### config.mk
export PLATFORM = sky130hd
export DESIGN_NAME = rdg_ctrl
export DESIGN_NICKNAME = d
export VERILOG_FILES = /design/src/rdg_pkg.sv /design/src/rdg_ctrl.sv
export SDC_FILE = /design/constraint.sdc
export NUM_CORES = 2
export LEC_CHECK = 0
export ABC_AREA = 0
export ABC_CLOCK_PERIOD_IN_PS = 6300
export BUFFER_PORTS_ARGS = -buffer_cell sky130_fd_sc_hd__buf_2
export CORE_MARGIN = 4
export CORE_UTILIZATION = 55
export DETAILED_ROUTE_END_ITERATION = 16
export GPL_TIMING_DRIVEN = 0
export PLACE_DENSITY = 0.74
export SETUP_SLACK_MARGIN = 0.1
export SYNTH_ARGS = -nofsm -noshare
export SYNTH_HDL_FRONTEND = slang
export SYNTH_SLANG_ARGS = --single-unit
### constraint.sdc
create_clock -name clk -period 6.3 [get_ports clk]
set_clock_uncertainty 0.15 [all_clocks]
set_input_delay 0.63 -clock clk [delete_from_list [all_inputs] [get_ports clk]]
set_output_delay 0.63 -clock clk [all_outputs]
set_load 0.05 [all_outputs]
### src/rdg_pkg.sv
// package: constants and types for reading buffer and correction control
package rdg_pkg;
    localparam int CLK_MHZ = 100;
    // register byte offsets
    localparam logic [7:0] OFF_CMD    = 8'h00;
    localparam logic [7:0] OFF_CFG    = 8'h04;
    localparam logic [7:0] OFF_STAT   = 8'h08;
    localparam logic [7:0] OFF_RDG_IN = 8'h0C;
    localparam logic [7:0] OFF_RDG_OUT= 8'h10;
    localparam logic [7:0] OFF_EVT    = 8'h14;
    localparam logic [7:0] OFF_ZCOR   = 8'h18;
    // command opcodes in OFF_CMD bits [15:8], argument bits [7:0]
    localparam logic [7:0] OP_DEPTH   = 8'h01;
    localparam logic [7:0] OP_TERM    = 8'h02;
    localparam logic [7:0] OP_FILTER  = 8'h03;
    localparam logic [7:0] OP_ZCHK    = 8'h04;
    localparam logic [7:0] OP_ZCOR    = 8'h05;
    localparam logic [7:0] OP_BCAP    = 8'h06;
    localparam logic [7:0] OP_BSUB    = 8'h07;
    localparam logic [7:0] OP_TRIG    = 8'h08;
    localparam logic [7:0] OP_RESP    = 8'h09;
    localparam logic [7:0] OP_RATE    = 8'h0A;
    localparam logic [7:0] OP_FMT     = 8'h0B;
    localparam logic [7:0] OP_COMMIT  = 8'h0C;
    localparam logic [7:0] OP_CHAN    = 8'h0D;
    localparam logic [7:0] OP_FUNC    = 8'h0E;
    localparam logic [7:0] OP_RANGE   = 8'h0F;
    localparam logic [7:0] OP_CLEAR   = 8'h10;
    localparam logic [7:0] OP_TALK    = 8'h11;
    // terminator argument codes
    localparam logic [7:0] CH_DEL = 8'h7F;
    localparam logic [7:0] CH_CR  = 8'h0D;
    localparam logic [7:0] CH_LF  = 8'h0A;
    localparam logic [2:0] MAX_DIGIT = 3'h5;
    localparam logic [5:0] GROUP = 6'h0A;
    localparam int DEPTH = 50;
    localparam logic [4:0] TXT_BODY = 5'h10;
    localparam logic [4:0] BIN_LEN  = 5'h04;
    // times in microseconds
    localparam int T_FAST_GAP_US = 6000;
    localparam int T_SLOW_HOST_US = 5200;
    localparam int T_HS_EXT_US = 3000;
    localparam int T_INT_FAST_US = 4100;
    localparam int T_INT_60_US = 16660;
    localparam int T_INT_50_US = 20000;
    localparam int T_INT_SLOW_US = 100000;
    localparam int T_LAT_FR_US = 3000;
    localparam int T_LAT_CH_US = 42000;
    localparam int T_LAT_UP_US = 48000;
    localparam int T_LAT_DN_US = 114000;
    localparam int EXTRA_INTS = 2;
    typedef enum logic [2:0] {TRIG_CONT_TALK, TRIG_SHOT_TALK, TRIG_CONT_GET,
        TRIG_SHOT_GET, TRIG_CONT_COMMIT, TRIG_SHOT_COMMIT} trig_type;
    typedef enum logic [1:0] {TERM_NONE, TERM_LFCR, TERM_CRLF, TERM_ONE}
        term_type;
    typedef enum {SQ_IDLE, SQ_LAT, SQ_SIG, SQ_REF, SQ_AZ, SQ_AC} seq_type;
endpackage

### src/rdg_ctrl.sv
// reading buffer, terminator, pacing and converter sequencing control
`timescale 1ns/10ps
`default_nettype none
module rdg_ctrl
    import rdg_pkg::*;
(
    input  wire logic        clk,
    input  wire logic        rst_n,
    input  wire logic        ce,
    input  wire logic        psel,
    input  wire logic        penable,
    input  wire logic        pwrite,
    input  wire logic [7:0]  paddr,
    input  wire logic [31:0] pwdata,
    output logic      [31:0] prdata,
    output logic             pready,
    output logic             pslverr,
    input  wire logic        line_50hz,
    input  wire logic        byte_ack,
    output logic      [7:0]  tx_byte,
    output logic             tx_valid,
    output logic             tx_last,
    output logic             srq,
    output logic             panel_lockout,
    output logic             display_blank,
    output logic             adc_integrate,
    output logic             adc_autozero,
    output logic             adc_autocal,
    output logic             rdg_ready
);
    localparam int C_GAP  = T_FAST_GAP_US * CLK_MHZ;
    localparam int C_SLOW = T_SLOW_HOST_US * CLK_MHZ;
    localparam int C_EXT  = T_HS_EXT_US * CLK_MHZ;

    typedef struct packed {
        logic [2:0]  depth_p, depth;
        logic [1:0]  term_p, term;
        logic [7:0]  tchar_p, tchar;
        logic        filt_p, filt;
        logic [1:0]  zchk_p, zchk;
        logic        zcu_p, zcu;
        logic        bcap_p, bcap;
        logic        bsub_p, bsub;
        logic        sub_act;
        logic [2:0]  trig_p, trig;
        logic        resp_p, resp;
        logic [3:0]  rate_p, rate;
        logic        bin_p, bin;
        logic        chan_p, chan;
        logic [1:0]  func_p, func;
        logic [3:0]  rng_p, rng;
        logic        op_pend;
        logic [5:0]  wr_ptr, rd_ptr, count, sent;
        logic        full;
        logic [4:0]  bidx, blen;
        logic [31:0] cur;
        logic        busy;
        logic [7:0]  tx_byte;
        logic        tx_valid, tx_last;
        logic [31:0] gap, wait_c;
        logic        srq;
        logic        err;
        logic [31:0] prdata;
        logic        pready;
        logic        pslverr;
        logic [2:0]  sseq;
        logic [31:0] stime, lat;
        logic [1:0]  extra;
        logic        trig_pend;
        logic        int_o, az_o, ac_o, rdy;
        logic        chg_fr, chg_ch, chg_up, chg_dn;
    } st_type;

    st_type q, d;
    logic [31:0] fifo_q [DEPTH];
    logic [31:0] zc_q [6];
    logic [31:0] bl_q [6];
    logic        push, cap_zc, cap_bl;
    logic [31:0] push_val, raw_val;
    logic [2:0]  sel_idx;

    function automatic logic [5:0] depth_cnt(input logic [2:0] dg);
        depth_cnt = (dg == 3'h0) ? 6'h01 : 6'(GROUP * dg);
    endfunction
    function automatic logic [31:0] int_cyc(input logic [3:0] r,
                                            input logic hz50);
        if (r == 4'h0) int_cyc = 32'(T_INT_FAST_US * CLK_MHZ);
        else if (r <= 4'h3)
            int_cyc = hz50 ? 32'(T_INT_50_US * CLK_MHZ)
                           : 32'(T_INT_60_US * CLK_MHZ);
        else int_cyc = 32'(T_INT_SLOW_US * CLK_MHZ);
    endfunction
    function automatic logic reserved(input logic [7:0] c);
        reserved = (c == 8'h45) || (c == 8'h52) || (c == 8'h4D) ||
                   (c == 8'h54) || (c == 8'h44) || (c == 8'h51) ||
                   (c == 8'h59) || (c == 8'h53) || (c == 8'h50) ||
                   (c == 8'h5A) || (c == 8'h4E) || (c == 8'h55) ||
                   (c == 8'h58);
    endfunction

    logic acc;
    logic [7:0] op, arg;
    assign acc = psel && penable && !q.pready;
    assign op  = pwdata[15:8];
    assign arg = pwdata[7:0];
    assign sel_idx = (q.chan ? 3'h3 : 3'h0) + {1'b0, q.func};

    always_comb begin
        d = q;
        push = 1'b0;
        cap_zc = 1'b0;
        cap_bl = 1'b0;
        raw_val = pwdata;
        push_val = raw_val - (q.sub_act ? bl_q[sel_idx] : 32'h0);
        d.pready = acc;
        d.pslverr = 1'b0;
        d.srq = 1'b0;
        d.rdy = 1'b0;
        d.prdata = 32'h0;
        if (acc && pwrite && paddr == OFF_CMD) begin
            case (op)
                OP_DEPTH:  if (arg[2:0] <= MAX_DIGIT && arg[7:3] == 5'h0)
                               d.depth_p = arg[2:0];
                           else d.err = 1'b1;
                OP_TERM: begin
                    if (arg == CH_DEL) d.term_p = TERM_NONE;
                    else if (arg == CH_CR) d.term_p = TERM_LFCR;
                    else if (arg == CH_LF) d.term_p = TERM_CRLF;
                    else if (!reserved(arg)) begin
                        d.term_p = TERM_ONE;
                        d.tchar_p = arg;
                    end else d.err = 1'b1;
                end
                OP_FILTER: d.filt_p = arg[0];
                OP_ZCHK:   d.zchk_p[q.chan_p] = arg[0];
                OP_ZCOR:   d.zcu_p = arg[0];
                OP_BCAP:   d.bcap_p = arg[0];
                OP_BSUB:   d.bsub_p = arg[0];
                OP_TRIG:   if (arg <= 8'(TRIG_SHOT_COMMIT)) d.trig_p = arg[2:0];
                           else d.err = 1'b1;
                OP_RESP:   d.resp_p = arg[0];
                OP_RATE:   d.rate_p = arg[3:0];
                OP_FMT:    d.bin_p = arg[0];
                OP_CHAN:   d.chan_p = arg[0];
                OP_FUNC:   if (arg < 8'h03) d.func_p = arg[1:0];
                           else d.err = 1'b1;
                OP_RANGE:  d.rng_p = arg[3:0];
                OP_COMMIT: begin
                    d.depth = q.depth_p;
                    d.term = q.term_p;
                    d.tchar = q.tchar_p;
                    d.filt = q.filt_p;
                    d.zchk = q.zchk_p;
                    d.zcu = q.zcu_p;
                    d.bcap = q.bcap_p;
                    d.bsub = q.bsub_p;
                    d.trig = q.trig_p;
                    d.resp = q.resp_p;
                    d.rate = q.rate_p;
                    d.bin = q.bin_p;
                    d.chan = q.chan_p;
                    d.func = q.func_p;
                    d.rng = q.rng_p;
                    d.op_pend = q.zcu_p | q.bcap_p | (q.bsub_p != q.sub_act)
                              | (q.zchk_p != q.zchk);
                    d.chg_fr = (q.func_p != q.func) || (q.rng_p != q.rng);
                    d.chg_ch = q.chan_p != q.chan;
                    d.chg_up = (q.rate_p != q.rate) && (q.rate_p > q.rate);
                    d.chg_dn = (q.rate_p != q.rate) && (q.rate_p < q.rate);
                    if (d.chg_ch || q.rng_p != q.rng)
                        d.extra = 2'(EXTRA_INTS);
                    d.wr_ptr = 6'h0;
                    d.rd_ptr = 6'h0;
                    d.count = 6'h0;
                    d.sent = 6'h0;
                    d.full = 1'b0;
                    if (q.trig_p == TRIG_SHOT_COMMIT ||
                        q.trig_p == TRIG_CONT_COMMIT)
                        d.trig_pend = 1'b1;
                end
                OP_TALK:   if (q.trig == TRIG_SHOT_TALK ||
                               q.trig == TRIG_CONT_TALK)
                               d.trig_pend = 1'b1;
                OP_CLEAR:  d = '0;
                default:   d.err = 1'b1;
            endcase
            if (op == OP_CLEAR) begin
                d.zchk = 2'b11;
                d.zchk_p = 2'b11;
                d.term = TERM_CRLF;
                d.term_p = TERM_CRLF;
                d.rate = 4'h3;
                d.rate_p = 4'h3;
                d.rng = 4'h4;
                d.rng_p = 4'h4;
                d.pready = 1'b1;
            end
        end else if (acc && pwrite && paddr == OFF_RDG_IN) begin
            d.rdy = 1'b1;
            if (q.op_pend) begin
                cap_zc = q.zcu && q.zchk[q.chan];
                cap_bl = q.bcap;
                d.zcu = 1'b0;
                d.zcu_p = 1'b0;
                d.bcap = 1'b0;
                d.bcap_p = 1'b0;
                d.sub_act = q.bsub;
                d.op_pend = 1'b0;
                if (q.zcu && !q.zchk[q.chan]) d.err = 1'b1;
            end
            if (q.count < depth_cnt(q.depth) && !q.full) begin
                push = 1'b1;
                d.wr_ptr = (q.wr_ptr == 6'(DEPTH - 1)) ? 6'h0 : q.wr_ptr + 6'h1;
                d.count = q.count + 6'h1;
                if (d.count == depth_cnt(q.depth)) begin
                    d.full = 1'b1;
                    d.srq = q.resp;
                end
            end
        end else if (acc && !pwrite) begin
            if (paddr == OFF_STAT)
                d.prdata = {13'h0, q.sub_act, q.sseq, q.err, q.full, q.busy,
                            q.count, q.sent};
            else if (paddr == OFF_CFG)
                d.prdata = {q.tchar, q.rng, q.func, q.chan, q.bin, q.rate,
                            q.resp, q.trig, q.zchk, q.filt, q.term, q.depth};
            else if (paddr == OFF_RDG_OUT) d.prdata = fifo_q[q.rd_ptr];
            else if (paddr == OFF_ZCOR) d.prdata = zc_q[sel_idx];
            else if (paddr == OFF_EVT) begin
                d.prdata = {31'h0, q.err};
                d.err = 1'b0;
            end else d.pslverr = 1'b1;
        end else if (acc) begin
            if (paddr != OFF_CMD && paddr != OFF_RDG_IN) d.pslverr = 1'b1;
        end
        if (d.err && !q.err) d.srq = q.resp;
        // transmit one reading string per ready slot
        if (q.gap != 32'h0) d.gap = q.gap - 32'h1;
        if (!q.busy && q.full && q.gap == 32'h0) begin
            d.cur = fifo_q[q.rd_ptr];
            d.busy = 1'b1;
            d.bidx = 5'h0;
            if (q.bin) d.blen = BIN_LEN;
            else case (q.term)
                TERM_NONE: d.blen = TXT_BODY;
                TERM_ONE:  d.blen = TXT_BODY + 5'h1;
                default:   d.blen = TXT_BODY + 5'h2;
            endcase
            d.tx_valid = 1'b1;
            d.tx_byte = fifo_q[q.rd_ptr][31:24];
            d.tx_last = 1'b0;
            d.wait_c = 32'h0;
        end else if (q.busy && q.tx_valid) begin
            d.wait_c = q.wait_c + 32'h1;
            if (byte_ack) begin
                if (q.wait_c > 32'(C_SLOW)) begin
                    d.wait_c = 32'(C_EXT);
                    d.tx_valid = 1'b0;
                end else d.wait_c = 32'h0;
                d.tx_valid = (q.wait_c > 32'(C_SLOW)) ? 1'b0 : !q.tx_last;
                d.bidx = q.bidx + 5'h1;
                if (q.tx_last) begin
                    d.busy = 1'b0;
                    d.tx_valid = 1'b0;
                    d.tx_last = 1'b0;
                    if (q.rate == 4'h0) d.gap = 32'(C_GAP);
                    d.rd_ptr = (q.rd_ptr == 6'(DEPTH - 1)) ? 6'h0
                                                           : q.rd_ptr + 6'h1;
                    d.sent = q.sent + 6'h1;
                    if (d.sent == depth_cnt(q.depth)) begin
                        d.full = 1'b0;
                        d.count = 6'h0;
                        d.sent = 6'h0;
                        d.rd_ptr = 6'h0;
                        d.wr_ptr = 6'h0;
                    end
                end
            end
        end else if (q.busy && q.wait_c != 32'h0) begin
            d.wait_c = q.wait_c - 32'h1;
            if (q.wait_c == 32'h1) d.tx_valid = 1'b1;
        end
        if (q.busy && d.tx_valid) begin
            if (q.bin || d.bidx < TXT_BODY)
                d.tx_byte = q.cur[8'(5'h3 - d.bidx[1:0]) * 8 +: 8];
            else if (q.term == TERM_ONE) d.tx_byte = q.tchar;
            else if (d.bidx == TXT_BODY)
                d.tx_byte = (q.term == TERM_LFCR) ? CH_LF : CH_CR;
            else d.tx_byte = (q.term == TERM_LFCR) ? CH_CR : CH_LF;
            d.tx_last = d.bidx == q.blen - 5'h1;
        end
        // converter sequencer
        d.int_o = 1'b0;
        d.az_o = 1'b0;
        d.ac_o = 1'b0;
        if (q.stime != 32'h0) d.stime = q.stime - 32'h1;
        case (seq_type'(q.sseq))
            SQ_IDLE, SQ_AZ, SQ_AC: begin
                if (q.trig_pend) begin
                    d.trig_pend = 1'b0;
                    d.lat = q.chg_ch ? 32'(T_LAT_CH_US * CLK_MHZ) :
                            q.chg_dn ? 32'(T_LAT_DN_US * CLK_MHZ) :
                            q.chg_up ? 32'(T_LAT_UP_US * CLK_MHZ) :
                            q.chg_fr ? 32'(T_LAT_FR_US * CLK_MHZ) : 32'h0;
                    d.chg_ch = 1'b0;
                    d.chg_dn = 1'b0;
                    d.chg_up = 1'b0;
                    d.chg_fr = 1'b0;
                    d.stime = d.lat;
                    d.sseq = 3'(SQ_LAT);
                end else if (seq_type'(q.sseq) != SQ_IDLE) begin
                    d.az_o = seq_type'(q.sseq) == SQ_AZ;
                    d.ac_o = seq_type'(q.sseq) == SQ_AC;
                    if (q.stime == 32'h0) begin
                        d.sseq = (seq_type'(q.sseq) == SQ_AZ) ? 3'(SQ_AC)
                                                              : 3'(SQ_AZ);
                        d.stime = int_cyc(q.rate, line_50hz);
                    end
                end
            end
            SQ_LAT: if (q.stime == 32'h0) begin
                d.sseq = 3'(SQ_REF);
                d.stime = 32'(q.extra) * int_cyc(q.rate, line_50hz);
            end
            SQ_REF: begin
                d.az_o = 1'b1;
                d.ac_o = 1'b1;
                if (q.stime == 32'h0) begin
                    d.extra = 2'h0;
                    d.sseq = 3'(SQ_SIG);
                    d.stime = int_cyc(q.rate, line_50hz);
                end
            end
            SQ_SIG: begin
                d.int_o = 1'b1;
                if (q.stime == 32'h0) begin
                    d.sseq = 3'(SQ_AZ);
                    d.stime = int_cyc(q.rate, line_50hz);
                    if (q.trig == TRIG_CONT_TALK || q.trig == TRIG_CONT_GET ||
                        q.trig == TRIG_CONT_COMMIT)
                        d.trig_pend = !q.full;
                end
            end
            default: d.sseq = 3'(SQ_IDLE);
        endcase
    end

    always_ff @(posedge clk) begin
        if (!rst_n) begin
            q <= '0;
            q.zchk <= 2'b11;
            q.zchk_p <= 2'b11;
            q.term <= TERM_CRLF;
            q.term_p <= TERM_CRLF;
            q.rate <= 4'h3;
            q.rate_p <= 4'h3;
            q.rng <= 4'h4;
            q.rng_p <= 4'h4;
        end else if (ce) begin
            q <= d;
        end
    end

    always_ff @(posedge clk) begin
        if (!rst_n) begin
            for (int i = 0; i < 6; i++) begin
                zc_q[i] <= 32'h0;
                bl_q[i] <= 32'h0;
            end
        end else if (ce) begin
            if (push) fifo_q[q.wr_ptr] <= push_val;
            if (cap_zc) zc_q[sel_idx] <= raw_val;
            if (cap_bl) bl_q[sel_idx] <= raw_val;
        end
    end

    assign prdata = q.prdata;
    assign pready = q.pready;
    assign pslverr = q.pslverr;
    assign tx_byte = q.tx_byte;
    assign tx_valid = q.tx_valid;
    assign tx_last = q.tx_last;
    assign srq = q.srq;
    assign panel_lockout = q.bin;
    assign display_blank = q.bin;
    assign adc_integrate = q.int_o;
    assign adc_autozero = q.az_o;
    assign adc_autocal = q.ac_o;
    assign rdg_ready = q.rdy;
endmodule
`default_nettype wire

After elaboration in Yosys (flattened, before gate mapping)

Memories as Yosys holds them, arrays and structs flattened. A register that Yosys moved wholly into a read port is not among the register bits.
Cells that the tools add are included.

Input bits: 48
Latch bits: 0
Register bits: 328
Word-level logic and storage cells: 510
RAM bits: 1984
Memories: 3
Memory bits (read-only): 0
Output and inout port bits: 51

Divide/modulo/power cells: 0
Multipliers: 2
Add/subtract/negate cells: 13
Shift operators: 1
Eq/ne operators: 79
$lt $le $gt $ge: 12
Reduce and logical (&&, ||, !) cells: 107
Bitwise operators: 3
Muxes and demuxes: 226

Memory list:

| name   | depth | bits a word | rd ports | clocked after memory_dff | wr ports | RTL line       | text |
|---|---|---|---|---|---|---|---|
| fifo_q | 50    | 32          | 1        | 1                        | 1        | rdg_ctrl.sv:75 | `logic [31:0] fifo_q [DEPTH];` |
| bl_q   | 6     | 32          | 1        | 0                        | 6        | rdg_ctrl.sv:77 | `logic [31:0] bl_q [6];` |
| zc_q   | 6     | 32          | 1        | 0                        | 6        | rdg_ctrl.sv:76 | `logic [31:0] zc_q [6];` |

Operator list:

| kind                                                                  | number |
|---|---|
| 32-bit two-way mux                                                    | 20 |
| 35-bit two-way mux                                                    | 6 |
| 32-bit case mux with 4 select lines                                   | 1 |
| 118-bit two-way mux                                                   | 1 |
| 117-bit two-way mux                                                   | 1 |
| 8-bit by 7-bit == test with 1-bit output (second input constant)      | 14 |
| 33-bit two-way mux                                                    | 3 |
| 8-bit by 4-bit == test with 1-bit output (second input constant)      | 12 |
| 32-bit nonzero test                                                   | 3 |
| 32-bit by 1-bit subtractor with 32-bit output (second input constant) | 3 |
| 1-bit two-way mux                                                     | 83 |
| 8-bit two-way mux                                                     | 10 |
| 25-bit two-way mux                                                    | 3 |
| 73-bit two-way mux                                                    | 1 |
| 24-bit two-way mux                                                    | 3 |
| 69-bit two-way mux                                                    | 1 |
| 34-bit two-way mux                                                    | 2 |
| 6-bit two-way mux                                                     | 11 |
| 66-bit two-way mux                                                    | 1 |
| 32-bit logical NOT                                                    | 2 |
| 32-bit OR reduction                                                   | 2 |
| 30-bit two-way mux                                                    | 2 |
| 30-bit case mux with 2 select lines                                   | 1 |
| 19-bit two-way mux                                                    | 3 |
| other kinds (78)                                                      | 254 |

Logic depth before layout (Yosys ltp)

Depth after elaboration: 21
Depth in mapped cells: 20
Depth with buffers taken out: 17

Worst setup path before layout

OpenSTA, ideal clock, no wires.

Path type: register to register
Start: register q[269] in the netlist's numbering
End: memory fifo_q[0][30] (data pin)
Path slack: -430 ps
Stages on the path, launching flop included: 20
Data required time: 5687 ps
Path buffers: 4
Data arrival time: 6117 ps
Setup time: 463 ps
Period minus slack after synthesis: 6730 ps
Path through: dfxtp_1 -> ha_1 -> fa_1 -> clkbuf_1 -> clkbuf_1 -> buf_1 -> clkbuf_1 -> mux4_2 -> mux2_2 -> nand2_1 -> ha_1 -> nor2b_1 -> o31a_1 -> o22ai_1 -> o21ai_0 -> a21oi_1 -> a21oi_1 -> a31oi_1 -> o21ai_0 -> xor2_1

Longest elaborated chain between the ends: 5

RTL lines:

| item                                   | RTL line        | text |
|---|---|---|
| from (decl)                            | rdg_ctrl.sv:74  | `st_type q, d;` |
| 2-bit two-way mux                      | rdg_ctrl.sv:106 | `assign sel_idx = (q.chan ? 3'h3 : 3'h0) + {1'b0, q.func};` |
| 2-bit by 2-bit adder with 3-bit output | rdg_ctrl.sv:106 |  |
| memory read 6 x 32 bit                 | --              |  |
| 32-bit two-way mux                     | rdg_ctrl.sv:114 | `push_val = raw_val - (q.sub_act ? bl_q[sel_idx] : 32'h0);` |
| 32-bit subtractor                      | rdg_ctrl.sv:114 |  |
| named net push_val[30]                 | rdg_ctrl.sv:79  | `logic [31:0] push_val, raw_val;` |
| to (decl)                              | rdg_ctrl.sv:75  |  |

The timed path passes the listed nets, and every way through them passes these cells.

Worst setup path after layout

Start: register q[323] in the netlist's numbering
End: memory fifo_q[14][13] (enable)

Longest elaborated chain between the ends: 11
Elaborated cells on any way between the ends: 12
Those cells by class: 1 x mul; 1 x order compare; 8 x mux; 2 x reduce/logical

RTL lines:

| item                                                                                    | RTL line        | text |
|---|---|---|
| 3-bit by 3-bit multiplier with 5-bit output / 3-bit logical NOT (equally long branches) | rdg_ctrl.sv:83  | `depth_cnt = (dg == 3'h0) ? 6'h01 : 6'(GROUP * dg);` |
| 6-bit two-way mux *                                                                     | rdg_ctrl.sv:83  |  |
| 6-bit < comparator *                                                                    | rdg_ctrl.sv:211 | `if (q.count < depth_cnt(q.depth) && !q.full) begin` |
| 1-bit logical AND *                                                                     | rdg_ctrl.sv:211 |  |
| 1-bit two-way mux *                                                                     | rdg_ctrl.sv:211 |  |
| 1-bit two-way mux *                                                                     | rdg_ctrl.sv:198 | `end else if (acc && pwrite && paddr == OFF_RDG_IN) begin` |
| 1-bit two-way mux *                                                                     | rdg_ctrl.sv:120 | `if (acc && pwrite && paddr == OFF_CMD) begin` |
| 1-bit two-way mux *                                                                     | rdg_ctrl.sv:371 | `if (push) fifo_q[q.wr_ptr] <= push_val;` |
| 1-bit two-way mux *                                                                     | rdg_ctrl.sv:370 | `end else if (ce) begin` |
| 1-bit two-way mux *                                                                     | rdg_ctrl.sv:365 | `if (!rst_n) begin` |
| 1-bit two-way mux (implied by the code) *                                               | rdg_ctrl.sv:371 |  |

Mark *: on every way between the ends. The rest lies on a longest branch, timed or not.

==> out/metrics.yaml <==
cap_violations: 1
cp_max_fo: 18
async_reset_ff_share_pct: 0
slew_headroom_pct: 0.136
die_area_um2: 192000
core-area_um2: 184000
cellPowerDensity_nw_per_um2: 287
grt_pass1_wl_mm: 455
synth_cell_types: 91
clk_latency_ns: 0.90
slew_violations: 0
peakVddDrop_uv: 298
start_util_pct: 55.5
hold_class: "primary input to register"
status: "finished with violations"
violations: "capacitance limit"
io_pins: 99
cts.clk_slew.worst_paths_ns: 0.07
synthTopCellsByCount: "edfxtp_1, nor2_1, mux4_2"
synth_top_family_by_area: "multiplexers"
max_freq_mhz: 163
drt-total-wl_mm: 319
netlist_area_um2: 102000
fin_tns_setup_ns: 0
place.gp.congestion: 1.02
synthXorXnorAreaFrac_pct: 0.827
ys.flop_type: "edfxtp_1"
cts_max_path_buffers: 3
dpl.hpwl_mm: 210
synth-compound-area-share_pct: 5.32
yosys.area.top_type: "edfxtp_1"
synth-edff-count: 2112
rows: 157
yosys_warnings: 0
ys_seq_area_share_pct: 68.1
cts.sinks: 2413
synth_top_area_share_pct: 62.2
grt_pass1_vias: 63500
setup_viol: 0
vias: 64300
synth_fa_ha_area_share_pct: 1.02
path_class: "register to register"
via_per_inst: 6.71
yosys-top-cells-area: "edfxtp_1, mux4_2, dfxtp_1"
syn_area_per_cell_um2: 15.8
postLayoutCellArea_um2: 117000
io_buffers: 95
drt_iter0_drc: 9836
cellLeakagePower_nw: 37.0
fin_crit_ns: 6.14
grt.overflow.total: 0
cts_max_level: 4
synth-simple-area-share_pct: 7.43
ant_nets: 0
layout.nets: 7056
cp-start-kind: "register"
finalCritPeriodShare_pct: 97.5
synthToLayoutAreaGrowth_pct: 14.4
wl_per_cell_um: 33.2
worstPathRequired_ns: 6.72
cts_tree: "built"
grt_max_degree: 51
post-route-drc-count: 0
worst_pin_slew_ns: 1.50
ys_ff_latch: 2413
drive_above_1_share_pct: 20.0
final_hold_viol_count: 0
placedInstanceArea_um2: 109000
hold_slack_ns: 0.0717
die_h_um: 439
rsz0062_at_grt: "no"
grt.total_usage_pct: 33.0
arrival_ns: 6.56
syn-num-nets: 6602
syn_inst: 6473
firstDrtPassIters: 8
cts_inserted_buffers: 232
synthMuxAreaShare_pct: 15.1
antenna_found_initial: 13
end_kind: "register"
clock-root-buffer: "clkbuf_16"
synth_most_common_cell: "edfxtp_1"
dieWidth_um: 439
==> report_power, final <==
group / internal, W / switching (W)
combinational: 0.000439 / 0.00104
clock: 0.00802 / 0.00618
sequential: 0.0177 / 0.0000824
total: 0.0262 / 0.00731
==> cell families (layout without fill, tap and decap cells) <==
group,count (synthesis),count (layout)
AOI/OAI and AO/OA,888,888
other,0,8
adders and majority gates,81,81
muxes,771,771
buffers and inverters,549,1199
and+or+nand+nor,1678,1679
xor gates and xnor gates,93,93
DFF,2413,2413
==> path summary, 6_finish.rpt <==
check | endpoint | from | slack [ns] | depth (start not counted)
hold reg to reg | prdata[12] | prdata[12] | 0.31 | 2
hold / removal | bl_q[4][23] | pwdata[23] | 0.07 | 2
setup / recovery | fifo_q[14][13] | q[323] | 0.16 | 12
setup reg to reg | fifo_q[14][13] | q[323] | 0.16 | 12
==> area by class of cell <==
| cell class | count | area, um2 |
|---|---|---|
| diodes | 8 | 20.0 |
| plain buffers | 415 | 1830 |
| clock buffers | 279 | 6030 |
| clock inverters | 152 | 1690 |
| fillers | 12500 | 67000 |
| inverters | 130 | 488 |
| multi-input cells | 3512 | 31200 |
| flip-flops and latches | 2413 | 69400 |
| well taps | 2464 | 3080 |
| repair buffers | 223 | 2860 |
==> cell usage in the layout (no fill, tap or decap), drive strengths merged, types with 16 or more instances in the layout <==
master,netlist,final
nand3,105,105
clkbuf,286,562
clkinv,2,112
a311oi,18,18
nor2,747,748
nand2,380,380
a22oi,18,18
a22o,23,23
a21o,23,23
nor4,33,33
mux2i,123,123
dfxtp,301,301
and3,27,27
ha,78,78
o21a,16,16
a31oi,40,40
bufinv,0,29
inv,128,133
o21ai,229,229
mux2,40,40
or4,24,24
nor2b,26,26
nor3,114,114
nand2b,19,19
mux4,608,608
o31ai,20,20
xnor2,50,50
edfxtp,2112,2112
and2,82,82
xor2,41,41
buf,132,344
o211ai,18,18
nand4,19,19
or3,42,42
a21oi,341,341
==> sequential cells by signal, summed over array words and instances (netlist names), named ones only <==
register	cells
tx_valid	1
tx_byte	8
bl_q	256
pslverr	1
adc_integrate	1
fifo_q	1600
srq	1
rdg_ready	1
pready	1
tx_last	1
prdata	32
zc_q	256
adc_autocal	1
adc_autozero	1
display_blank	1
q	245
==> critical path, stage by stage, from the launching register on <==
cell and delay (ns):
dfxtp_1 0.34, clkbuf_1 0.47, or3_1 0.29, nand2_1 0.21
ha_1 0.33, o21a_1 0.10, o21a_1 0.17, o21ai_1 0.57
nand3_1 0.50, nor3_1 0.56, nand3_1 0.85, nor2_4 0.97
buf_12 0.28
==> repair_timing <==
item                                   in CTS  in global routing
pin swaps                                   1                  3
gates cloned                                0                  1
gates resized for setup                    56                 19
endpoints found under the hold margin      10                  0
setup endpoints to repair                1296               1111
setup buffers                               1                  3
hold buffers                                7                  0
==> routing by layer <==
metal  up-vias  track usage, %  wire length, um
li1      26200               -                -
met1     32500            43.2           111000
met2      4685            52.2           150000
met3       943            7.90            38700
met4         4            17.1            19600
met5         -               0               23
==> through the flow <==
| step | util, % | instances | setup slack (ns) | total power [W] |
|---|---|---|---|---|
| global placement | 57.5 | 9032 | -4.41 | 0.0194 |
| detailed placement | 59.2 | 9147 | -2.23 | 0.0196 |
| finish | 63.5 | 9596 | 0.160 | 0.0335 |
| global route | 63.5 | 9593 | 0.0689 | 0.0343 |
| floorplan | - | 6473 | 0.0371 | 0.0189 |
| CTS | 63.5 | 9584 | 0.110 | 0.0335 |
Power figures use the tool's default switching activity.
